$ cat config.mk
export PLATFORM = sky130hd
export DESIGN_NAME = background_debug_status_control
export DESIGN_NICKNAME = d
export VERILOG_FILES = /design/src/hdl/bdc_pkg.sv /design/src/hdl/bdc_status_control.sv /design/src/hdl/break_match.sv
export SDC_FILE = /design/constraint.sdc
export NUM_CORES = 1
export LEC_CHECK = 0
export ABC_AREA = 1
export BUFFER_PORTS_ARGS = -buffer_cell sky130_fd_sc_hd__buf_2
export CORE_ASPECT_RATIO = 1.5
export CORE_MARGIN = 2
export CORE_UTILIZATION = 49
export CTS_BUF_LIST = sky130_fd_sc_hd__clkbuf_2 sky130_fd_sc_hd__clkbuf_4 sky130_fd_sc_hd__clkbuf_8
export DETAILED_ROUTE_END_ITERATION = 8
export HOLD_SLACK_MARGIN = 0.15
export PLACE_DENSITY = 0.79
export SLEW_MARGIN = 0
export SYNTH_ARGS = -nofsm -noshare
export SYNTH_HDL_FRONTEND = slang
export SYNTH_HIERARCHICAL = 1
export SYNTH_SLANG_ARGS = --single-unit
$ cat constraint.sdc
create_clock -name MCLK -period 1.4 [get_ports MCLK]
set_input_delay 0.07 -clock MCLK [delete_from_list [all_inputs] [get_ports MCLK]]
set_output_delay 0.07 -clock MCLK [all_outputs]
set_load 0.03 [all_outputs]
$ cat src/hdl/bdc_pkg.sv
// package of constants for the background debug status and control block
package bdc_pkg;
    // debug_status_control field positions
    localparam int BIT_PERMIT      = 7;
    localparam int BIT_ACTIVE      = 6;
    localparam int BIT_BRK_EN      = 5;
    localparam int BIT_FORCE_TAG   = 4;
    localparam int BIT_CLK_SEL     = 3;
    localparam int BIT_WAIT_STOP   = 2;
    localparam int BIT_WS_FAIL     = 1;
    localparam int BIT_DV_FAIL     = 0;
    // reset values
    localparam logic [7:0]  CTRL_RESET  = 8'h00;
    localparam logic [15:0] MATCH_RESET = 16'h0000;
    // serial command codes seen by this block
    localparam logic [2:0] CMD_NONE       = 3'h0;
    localparam logic [2:0] CMD_READ_STAT  = 3'h1;
    localparam logic [2:0] CMD_WRITE_CTRL = 3'h2;
    localparam logic [2:0] CMD_READ_BRK   = 3'h3;
    localparam logic [2:0] CMD_WRITE_BRK  = 3'h4;
    localparam logic [2:0] CMD_BACKGROUND = 3'h5;
    localparam logic [2:0] CMD_MEMORY     = 3'h6;
    localparam logic [2:0] CMD_OTHER      = 3'h7;
    // processor run state, one-hot
    typedef enum logic [2:0] {
        RUN_USER   = 3'b001,
        RUN_ACTIVE = 3'b010,
        RUN_WAIT   = 3'b100
    } run_type;
endpackage

$ cat src/hdl/bdc_status_control.sv
// status/control and breakpoint register of the background debug controller
//
// Operation
// - registers reached only through serial commands
// - permit bit write ignored while active
// - status bits never changed by writes
// - clock select free, reset zero alternate
// - permit zero blocks background entry
// - active bit mirrors background state
// - breakpoint off ignores select and match
// - force match enters at instruction boundary
// - tag match enters when opcode executes
// - wait stop bit tracks wait entry
// - wait blocks commands except background and status read
// - failure bit set on wait collision
// - data valid failure never reported
// - breakpoint register sixteen bits via commands
`timescale 1ns/1ps
module background_debug_status_control (
    input  wire logic        MCLK,
    input  wire logic        RST_N,
    input  wire logic [2:0]  CMD,
    input  wire logic        CMD_STROBE,
    input  wire logic [15:0] CMD_DATA,
    output logic [15:0]      RESP_DATA,
    output logic             RESP_VALID,
    output logic             CMD_REFUSED,
    input  wire logic [15:0] CPU_ADDR,
    input  wire logic        CPU_FETCH,
    input  wire logic        CPU_BOUNDARY,
    input  wire logic        CPU_QUEUE_END,
    input  wire logic        CPU_TAG_OUT,
    input  wire logic        CPU_FLUSH,
    input  wire logic        CPU_WAIT_STOP_ENTER,
    input  wire logic        CPU_BGND_OP,
    input  wire logic        CPU_RESUME,
    output logic             TAG_IN,
    output logic             ENTER_BACKGROUND,
    output logic             SWI_INSTEAD,
    output logic             BACKGROUND_ACTIVE,
    output logic             WAKE_FROM_WAIT,
    output logic             COMM_CLOCK_SELECT
);
    // ------------------------------------------------------------
    // interface summary
    // ------------------------------------------------------------
    // a command lives for one strobe cycle and is taken at the rising edge
    // reads answer one cycle later with a one-cycle valid pulse
    // writes give no answer; their effect shows from the next cycle on
    // back-to-back commands are fine; there is no busy state
    // in wait or stop only the status read and background get through
    // a refused command answers with a one-cycle refusal pulse instead
    // cpu flags arrive already in this clock domain, so nothing is resynced
    // entry and break outputs are combinational so that the cpu can act
    // on them in the cycle of the request, at the price of a longer path
    // after reset: all fields zero, user mode, alternate link clock and
    // breakpoint off; the first command may come at the first edge
    // status byte, bit 7 down to 0: permit, active, break enable,
    // force/tag select, clock select, wait/stop, wait/stop failure,
    // data valid failure

    // ------------------------------------------------------------
    // state
    // ------------------------------------------------------------
    // control fields, status flags, breakpoint word and run state
    logic                  background_permit;
    logic                  hw_break_enable;
    logic                  force_tag_select;
    logic                  comm_clock_select;
    logic                  wait_stop_status;
    logic                  wait_stop_failure;
    logic [15:0]           debug_break_match;
    bdc_pkg::run_type      run_state;
    bdc_pkg::run_type      next_run_state;
    // remembers last cycle's memory command for the collision window
    logic                  mem_in_flight;

    // ------------------------------------------------------------
    // command decode
    // ------------------------------------------------------------
    // one place for the opcode compare, used by every decode below
    function automatic logic is_cmd(input logic [2:0] c, input logic [2:0] code);
        is_cmd = (c == code);
    endfunction

    // wait or stop lets only the status read and background through
    wire cmd_ok        = CMD_STROBE && !(run_state == bdc_pkg::RUN_WAIT &&
                         !is_cmd(CMD, bdc_pkg::CMD_BACKGROUND) &&
                         !is_cmd(CMD, bdc_pkg::CMD_READ_STAT));
    // one enable per command, all gated by the wait filter
    wire wr_ctrl       = cmd_ok && is_cmd(CMD, bdc_pkg::CMD_WRITE_CTRL);
    wire wr_brk        = cmd_ok && is_cmd(CMD, bdc_pkg::CMD_WRITE_BRK);
    wire rd_stat       = cmd_ok && is_cmd(CMD, bdc_pkg::CMD_READ_STAT);
    wire rd_brk        = cmd_ok && is_cmd(CMD, bdc_pkg::CMD_READ_BRK);
    wire bgnd_cmd      = cmd_ok && is_cmd(CMD, bdc_pkg::CMD_BACKGROUND);
    wire mem_cmd       = cmd_ok && is_cmd(CMD, bdc_pkg::CMD_MEMORY);
    wire is_active     = (run_state == bdc_pkg::RUN_ACTIVE);
    wire is_waiting    = (run_state == bdc_pkg::RUN_WAIT);
    // a strobe that the wait filter blocked; answered, never acted on
    wire refuse        = CMD_STROBE && !cmd_ok;

    // ------------------------------------------------------------
    // breakpoint comparator
    // ------------------------------------------------------------
    // with the enable low the comparator neither tags an opcode nor
    // raises a force request, so the select bit and match word are ignored
    // a flushed queue end drops its tag: that opcode never executes
    // force requests wait in the comparator for the next boundary
    // the tag output goes to the opcode queue beside the fetched byte
    logic brk_force;
    logic brk_tag;

    break_match u_match (
        .clk           (MCLK),
        .rst_n         (RST_N),
        .enable        (hw_break_enable),
        .force_sel     (force_tag_select),
        .match_addr    (debug_break_match),
        .cpu_addr      (CPU_ADDR),
        .cpu_fetch     (CPU_FETCH),
        .cpu_boundary  (CPU_BOUNDARY),
        .cpu_queue_end (CPU_QUEUE_END),
        .cpu_tag_out   (CPU_TAG_OUT),
        .cpu_flush     (CPU_FLUSH),
        .force_req     (brk_force),
        .tag_in        (TAG_IN),
        .tag_hit       (brk_tag)
    );

    // ------------------------------------------------------------
    // background entry
    // ------------------------------------------------------------
    // any break source; without permit the cpu takes a software interrupt instead
    // a tag or force hit, or a background opcode; none counts while active
    // the cpu sees entry or the interrupt fallback in the same cycle
    wire break_req  = is_active ? 1'b0 :
                      (brk_force || brk_tag || (CPU_BGND_OP && !is_waiting));
    // hazard: a background command and a break in the same cycle both
    // ask for entry; they merge into a single entry pulse
    wire want_enter = break_req || (bgnd_cmd && !is_active);
    wire enter_ok   = want_enter && background_permit;
    assign ENTER_BACKGROUND = enter_ok;
    assign SWI_INSTEAD      = break_req && !background_permit;
    // wake only matters in wait; the cpu leaves wait or stop on it
    assign WAKE_FROM_WAIT   = enter_ok && is_waiting;

    // run state sequencing
    // wait leaves by background entry or resume; active leaves only by
    // resume, so a second break while active is simply not seen
    always_comb begin
        next_run_state = run_state;
        case (run_state)
            bdc_pkg::RUN_USER: begin
                if (enter_ok) begin
                    next_run_state = bdc_pkg::RUN_ACTIVE;
                end else if (CPU_WAIT_STOP_ENTER) begin
                    next_run_state = bdc_pkg::RUN_WAIT;
                end
            end
            bdc_pkg::RUN_WAIT: begin
                if (enter_ok) begin
                    next_run_state = bdc_pkg::RUN_ACTIVE;
                end else if (CPU_RESUME) begin
                    next_run_state = bdc_pkg::RUN_USER;
                end
            end
            bdc_pkg::RUN_ACTIVE: begin
                if (CPU_RESUME) begin
                    next_run_state = bdc_pkg::RUN_USER;
                end
            end
            // a corrupt state code falls back to user mode
            default: next_run_state = bdc_pkg::RUN_USER;
        endcase
    end

    // state register; reset always lands in user mode
    always_ff @(posedge MCLK or negedge RST_N) begin
        if (!RST_N) begin
            run_state <= bdc_pkg::RUN_USER;
        end else begin
            run_state <= next_run_state;
        end
    end

    // ------------------------------------------------------------
    // control bits
    // ------------------------------------------------------------
    // only the serial write command reaches these; no memory path exists
    // permit is frozen while background is active, so it can never forbid
    // the very mode that is already in effect
    wire wr_permit = wr_ctrl && !is_active;

    // permit: once set it holds until a reset or a write of zero
    always_ff @(posedge MCLK or negedge RST_N) begin
        if (!RST_N) begin
            background_permit <= bdc_pkg::CTRL_RESET[bdc_pkg::BIT_PERMIT];
        end else if (wr_permit) begin
            background_permit <= CMD_DATA[bdc_pkg::BIT_PERMIT];
        end
    end

    // breakpoint and clock settings: writable in user and active states, not in wait
    always_ff @(posedge MCLK or negedge RST_N) begin
        if (!RST_N) begin
            hw_break_enable   <= bdc_pkg::CTRL_RESET[bdc_pkg::BIT_BRK_EN];
            force_tag_select  <= bdc_pkg::CTRL_RESET[bdc_pkg::BIT_FORCE_TAG];
            comm_clock_select <= bdc_pkg::CTRL_RESET[bdc_pkg::BIT_CLK_SEL];
        end else if (wr_ctrl) begin
            hw_break_enable   <= CMD_DATA[bdc_pkg::BIT_BRK_EN];
            force_tag_select  <= CMD_DATA[bdc_pkg::BIT_FORCE_TAG];
            comm_clock_select <= CMD_DATA[bdc_pkg::BIT_CLK_SEL];
        end
    end

    // breakpoint register, written only by its own serial command
    // sixteen bits written whole; there is no byte-wise write
    // the enable resets low, so the reset value raises no hit until the enable is written high
    always_ff @(posedge MCLK or negedge RST_N) begin
        if (!RST_N) begin
            debug_break_match <= bdc_pkg::MATCH_RESET;
        end else if (wr_brk) begin
            debug_break_match <= CMD_DATA;
        end
    end

    // ------------------------------------------------------------
    // status bits
    // ------------------------------------------------------------
    // wait/stop flag: set by wait entry, kept when background woke from wait
    // it follows the next state, so it reads 1 from the cycle after entry
    wire next_ws = (next_run_state == bdc_pkg::RUN_WAIT) ||
                   (wait_stop_status && next_run_state == bdc_pkg::RUN_ACTIVE);

    // a memory command in flight collides with a wait entry in the same or next cycle
    // the one-cycle window covers a wait that lands just after the command
    // a hit only marks the failure; aborting the access is the cpu's job
    wire collide = CPU_WAIT_STOP_ENTER && (mem_cmd || mem_in_flight);

    // status flags; the failure flag clears on the next memory command
    always_ff @(posedge MCLK or negedge RST_N) begin
        if (!RST_N) begin
            wait_stop_status  <= 1'b0;
            wait_stop_failure <= 1'b0;
            mem_in_flight     <= 1'b0;
        end else begin
            wait_stop_status  <= next_ws;
            mem_in_flight     <= mem_cmd;
            // set wins over the clear done by a fresh memory command
            if (collide) begin
                wait_stop_failure <= 1'b1;
            end else if (mem_cmd) begin
                wait_stop_failure <= 1'b0;
            end
        end
    end

    // ------------------------------------------------------------
    // read back
    // ------------------------------------------------------------
    // status byte placed field by field; the four status bits have no
    // write path at all, so a control write can never reach them
    wire [7:0] status_word;
    assign status_word[bdc_pkg::BIT_PERMIT]    = background_permit;
    assign status_word[bdc_pkg::BIT_ACTIVE]    = is_active;
    assign status_word[bdc_pkg::BIT_BRK_EN]    = hw_break_enable;
    assign status_word[bdc_pkg::BIT_FORCE_TAG] = force_tag_select;
    assign status_word[bdc_pkg::BIT_CLK_SEL]   = comm_clock_select;
    assign status_word[bdc_pkg::BIT_WAIT_STOP] = wait_stop_status;
    assign status_word[bdc_pkg::BIT_WS_FAIL]   = wait_stop_failure;
    // no slow memory here, so the data valid failure bit is tied low
    assign status_word[bdc_pkg::BIT_DV_FAIL]   = 1'b0;

    // answers: valid and refusal stand one cycle, the data until the next read
    // the data register keeps its value so a slow host may fetch it late
    always_ff @(posedge MCLK or negedge RST_N) begin
        if (!RST_N) begin
            RESP_DATA   <= 16'h0000;
            RESP_VALID  <= 1'b0;
            CMD_REFUSED <= 1'b0;
        end else begin
            RESP_VALID  <= rd_stat || rd_brk;
            CMD_REFUSED <= refuse;
            if (rd_stat) begin
                RESP_DATA <= {8'h00, status_word};
            end else if (rd_brk) begin
                RESP_DATA <= debug_break_match;
            end
        end
    end

    // ------------------------------------------------------------
    // level outputs
    // ------------------------------------------------------------
    // the clock select only steers the link clock mux outside this block;
    // changing it in mid-command is left to the host, nothing guards it
    // the active level comes straight from the state register, glitch free
    // limitation: one breakpoint word only; a second hit while a force
    // request waits for its boundary simply merges with the first
    assign BACKGROUND_ACTIVE = is_active;
    assign COMM_CLOCK_SELECT = comm_clock_select;
endmodule

$ cat src/hdl/break_match.sv
// breakpoint address comparator with tag tracking
`timescale 1ns/1ps
module break_match (
    input  wire logic        clk,
    input  wire logic        rst_n,
    input  wire logic        enable,
    input  wire logic        force_sel,
    input  wire logic [15:0] match_addr,
    input  wire logic [15:0] cpu_addr,
    input  wire logic        cpu_fetch,
    input  wire logic        cpu_boundary,
    input  wire logic        cpu_queue_end,
    input  wire logic        cpu_tag_out,
    input  wire logic        cpu_flush,
    output logic             force_req,
    output logic             tag_in,
    output logic             tag_hit
);
    wire hit = enable && (cpu_addr == match_addr);
    logic pending;

    // force request held until the next instruction boundary
    always_ff @(posedge clk or negedge rst_n) begin
        if (!rst_n) begin
            pending <= 1'b0;
        end else if (!enable || !force_sel || cpu_boundary) begin
            pending <= 1'b0;
        end else if (hit) begin
            pending <= 1'b1;
        end
    end

    assign force_req = enable && force_sel && cpu_boundary && (pending || hit);
    // tag travels with the opcode; the queue reports it back at its end
    assign tag_in  = hit && !force_sel && cpu_fetch;
    assign tag_hit = enable && !force_sel && cpu_queue_end && cpu_tag_out && !cpu_flush;
endmodule
==> results.yml <==
status:
  run_status: "complete, but fails checks"
  violations: "negative setup slack"
critical_path:
  worst_setup_path_end_kind: "output port"
  criticalPathCategory: "reg2out"
  worst_r2r_endpoint: "wait_stop_status"
  critical_path_maximum_fanout: 3
  crit_arrival_ns: 2.04
  reg2reg_slack_ns: -0.55
  critical_path_required_ns: 1.33
  timing.reg2reg.worst_path_depth: 15
  regToRegStartpoint: "debug_break_match[0]"
  start_kind: "flop"
placement:
  dp_hpwl_mm: 5.174
  placed_cells: 522
  dpl_worst_slack_ns: -0.3450
  dpl_cell_area_sq_um: 3222
  place_congestion: 0.8920
  io_buffer_count: 69
timing:
  post_route_clock_period_utilization: 1.510
  maxSlewViolCount: 0
  clock-skew-final_ns: 0.005108
  worstMarginPinSlew_ns: 0.5773
  final_hold_viol_count: 0
  max_freq_mhz: 473.2
  worst_slew_margin_rel: 0.6139
  timing.final.ws_setup_ns: -0.7133
  grt_setup_unrepaired: "yes"
  finalSetupViolCount: 8
  totalNegativeSetupSlack_ns: -4.389
  final_period_minus_worst_setup_slack_ns: 2.113
floorplanning:
  die_w_um: 62.07
  initial_core_util: 0.5112
  die_height_um: 91.11
  ioPinCount: 70
  std_cell_rows: 31
  core_area_sq_um: 4848
  floorplan.die_area_sq_um: 5655
finish:
  flow.area_growth_from_synthesis_pct: 56.23
  layout.nets: 547
  antenna_cells: 0
  ratio_of_cells_with_drive_above_1_in_the_final_layout: 0.3653
  finish.cell_count_without_fillers: 567
  final_area_sq_um: 3872
synthesis:
  postSynthAreaPerCell_sq_um: 7.002
  yosys.area.top_type_share: 0.4442
  post-synth-top-area-cell: "sky130_fd_sc_hd__dfrtp_1"
  ys_seq_elements: 45
  yosys.cell_types.count: 27
  synth_most_common_cell: "sky130_fd_sc_hd__nand2_1"
  postSynthNetCount: 400
  synth_top_cells_by_count: "sky130_fd_sc_hd__nand2_1 (133), sky130_fd_sc_hd__inv_1 (50), sky130_fd_sc_hd__nand3_1 (50)"
  synthArstFlopShare: 1.000
  synthTopCellsByArea: "sky130_fd_sc_hd__dfrtp_1 (44%), sky130_fd_sc_hd__nand2_1 (20%), sky130_fd_sc_hd__nand3_1 (10%), sky130_fd_sc_hd__inv_1 (7.6%), sky130_fd_sc_hd__o21ai_0 (3.8%)"
  seq_area_frac_synth: 0.4548
  ys.warnings.count: 6
  syn_inst: 354
  postSynth.topFlopCell: "sky130_fd_sc_hd__dfrtp_1"
  synth_enable_flop_cells: 0
  syn_area_sq_um: 2479
clock_network:
  cts.clk_slew.worst_paths_ns: 0.08
  tritoncts_clock_tree: "done"
  cts-buffers-inserted: 5
  longest_clk_path_bufs: 2
  insertion_delay_ns: 0.30
  tritoncts_num_sinks: 45
  cts-htree-levels: 2
  cts_root_buffer: "sky130_fd_sc_hd__clkbuf_8"
grt:
  maximum_number_of_pins_on_one_net_before_global_route_repair: 46
  grt_antenna_before_repair: 0
  globalRouteTotalUtil: 0.2959
  first_global_vias: 2836
  overflow: 0
  grt_first_pass_wirelength_mm: 12.56
hold_path:
  worstHoldPathType: "in2reg"
  hold-path-endpoint: "CMD_REFUSED"
  hold_path_depth: 4
  startpoint_of_the_tightest_hold_check_path: "CMD[0]"
drt:
  drt-wirelength-per-cell_um: 14.26
  first_iter_violations: 151
  drt_pre_antenna_iters: 4
  met2WireLength_mm: 4.447
  wirelength_mm: 8.087
  avgViaCountPerCell: 5.086
  dr_wl_met3_um: 403
  met1_length_mm: 2.813
  detail_route.drc_violations: 0
  route.antenna.remaining_nets: 0
  vias: 2884
  topRoutingLayerUsed: "met4"
flow_run:
  maxCapViolCount: 0
power_and_ir_drop:
  power_frac_clock: 0.177
  power.internal_mw: 3.235
  max-vdd-ir-drop_mv: 0.9686
  combinationalPowerShare: 0.463
  leakagePower_nw: 2.190
  swShare: 0.4018
  power_per_cell_area_nw_per_um2: 1397
  power_switching_mw: 2.173
  sequentialPowerShare: 0.360
-- cells by family (layout without fill, tap and decap cells) --
kind of cell | Yosys count | count (layout) | synth area share
xor gates and xnor gates | 2 | 2 | 0.007068
buffers and inverters | 62 | 207 | 0.1005
DFF | 45 | 45 | 0.4548
AOI/OAI and AO/OA | 25 | 25 | 0.05401
and+or+nand+nor | 220 | 222 | 0.3836
-- cell type report --
cell class / instances / area [sq um]
clock buffer: 5 / 68.82
clock inverter: 2 / 35.03
inverter: 54 / 207.7
fill: 327 / 975.9
timing repair buffer: 146 / 1042
sequential: 45 / 1130
multi-input combinational: 249 / 1306
tap: 66 / 82.58
-- registers in the layout, summed over array words and instances, names as in the netlist --
signal	count
RESP_VALID	1
u_match/pending	1
mem_in_flight	1
debug_break_match	16
wait_stop_failure	1
COMM_CLOCK_SELECT	1
force_tag_select	1
RESP_DATA	16
wait_stop_status	1
background_permit	1
hw_break_enable	1
CMD_REFUSED	1
run_state	3
-- worst max-delay path by stage --
stage | from | endpoint | slack (ns) | depth (start not counted)
final | debug_break_match[0] | WAKE_FROM_WAIT | -0.71 | 12
after global routing | debug_break_match[1] | WAKE_FROM_WAIT | -0.81 | 12
after CTS | debug_break_match[1] | WAKE_FROM_WAIT | -0.54 | 13
after detailed placement | debug_break_match[8] | WAKE_FROM_WAIT | -0.34 | 10
after global placement | debug_break_match[1] | WAKE_FROM_WAIT | -0.32 | 12
after floorplan | debug_break_match[0] | WAKE_FROM_WAIT | -0.12 | 11
-- worst max-delay path, stage by stage, from the launching register on --
cell and delay (ns):
sky130_fd_sc_hd__dfrtp_1 0.43, sky130_fd_sc_hd__nand2_2 0.10, sky130_fd_sc_hd__nand2_1 0.07, sky130_fd_sc_hd__nor2_1 0.14, sky130_fd_sc_hd__nand2_1 0.10, sky130_fd_sc_hd__nor2_2 0.14
sky130_fd_sc_hd__nand3_2 0.10, sky130_fd_sc_hd__a21oi_2 0.14, sky130_fd_sc_hd__nor2_2 0.07, sky130_fd_sc_hd__nand3_2 0.11, sky130_fd_sc_hd__nand2_4 0.08, sky130_fd_sc_hd__nor2_4 0.12
sky130_fd_sc_hd__buf_6 0.14
-- metal layers --
metal  up-vias  track usage
met5         -            0
met1      1326       0.3211
met4         0       0.1525
li1       1396            -
met2       119       0.5165
met3        43      0.04843
-- repair_timing --
action / 4_1_cts / 5_1_grt
hold buffers: 22 / 0
pin swaps: 10 / 7
hold endpoints to repair: 73 / 0
buffers inserted: 10 / 4
resized for setup: 27 / 28
cloned: 2 / 0
setup endpoints to repair: 32 / 39
-- per-stage QoR --
step | hold WS [ns] | power (mW) | util
2_1_floorplan | -0.2256 | 3.098 | -
3_3_place_gp | 0.06894 | 3.924 | 0.6645
3_5_place_dp | 0.06702 | 3.998 | 0.6645
4_1_cts | 0.1919 | 5.209 | 0.7732
5_1_grt | 0.2148 | 5.734 | 0.7987
6_report | 0.1786 | 5.408 | 0.7987
-- power groups by stage --
stage          clock, mW  combinational, mW  sequential [mW]
2_1_floorplan          0              0.930             2.17
3_3_place_gp           0               2.02             1.90
3_5_place_dp           0               2.08             1.92
4_1_cts            0.969               2.34             1.90
5_1_grt             1.02               2.72             1.99
6_report           0.957               2.51             1.95
-- placed cells by master (no fill, tap or decap), drive strengths merged --
cell type      n
clkinv         2
clkbuf         5
a21oi          2
nor2          23
xnor2          2
nand2        138
a211oi         1
dlygate4sd3   22
o21ai         21
buf          124
dfstp          1
dfrtp         44
or2            1
inv           53
nand3b         1
nand3         51
a21boi         1
nor3           3
bufinv         1
nand4          5
(Power assumes the default switching activity.)
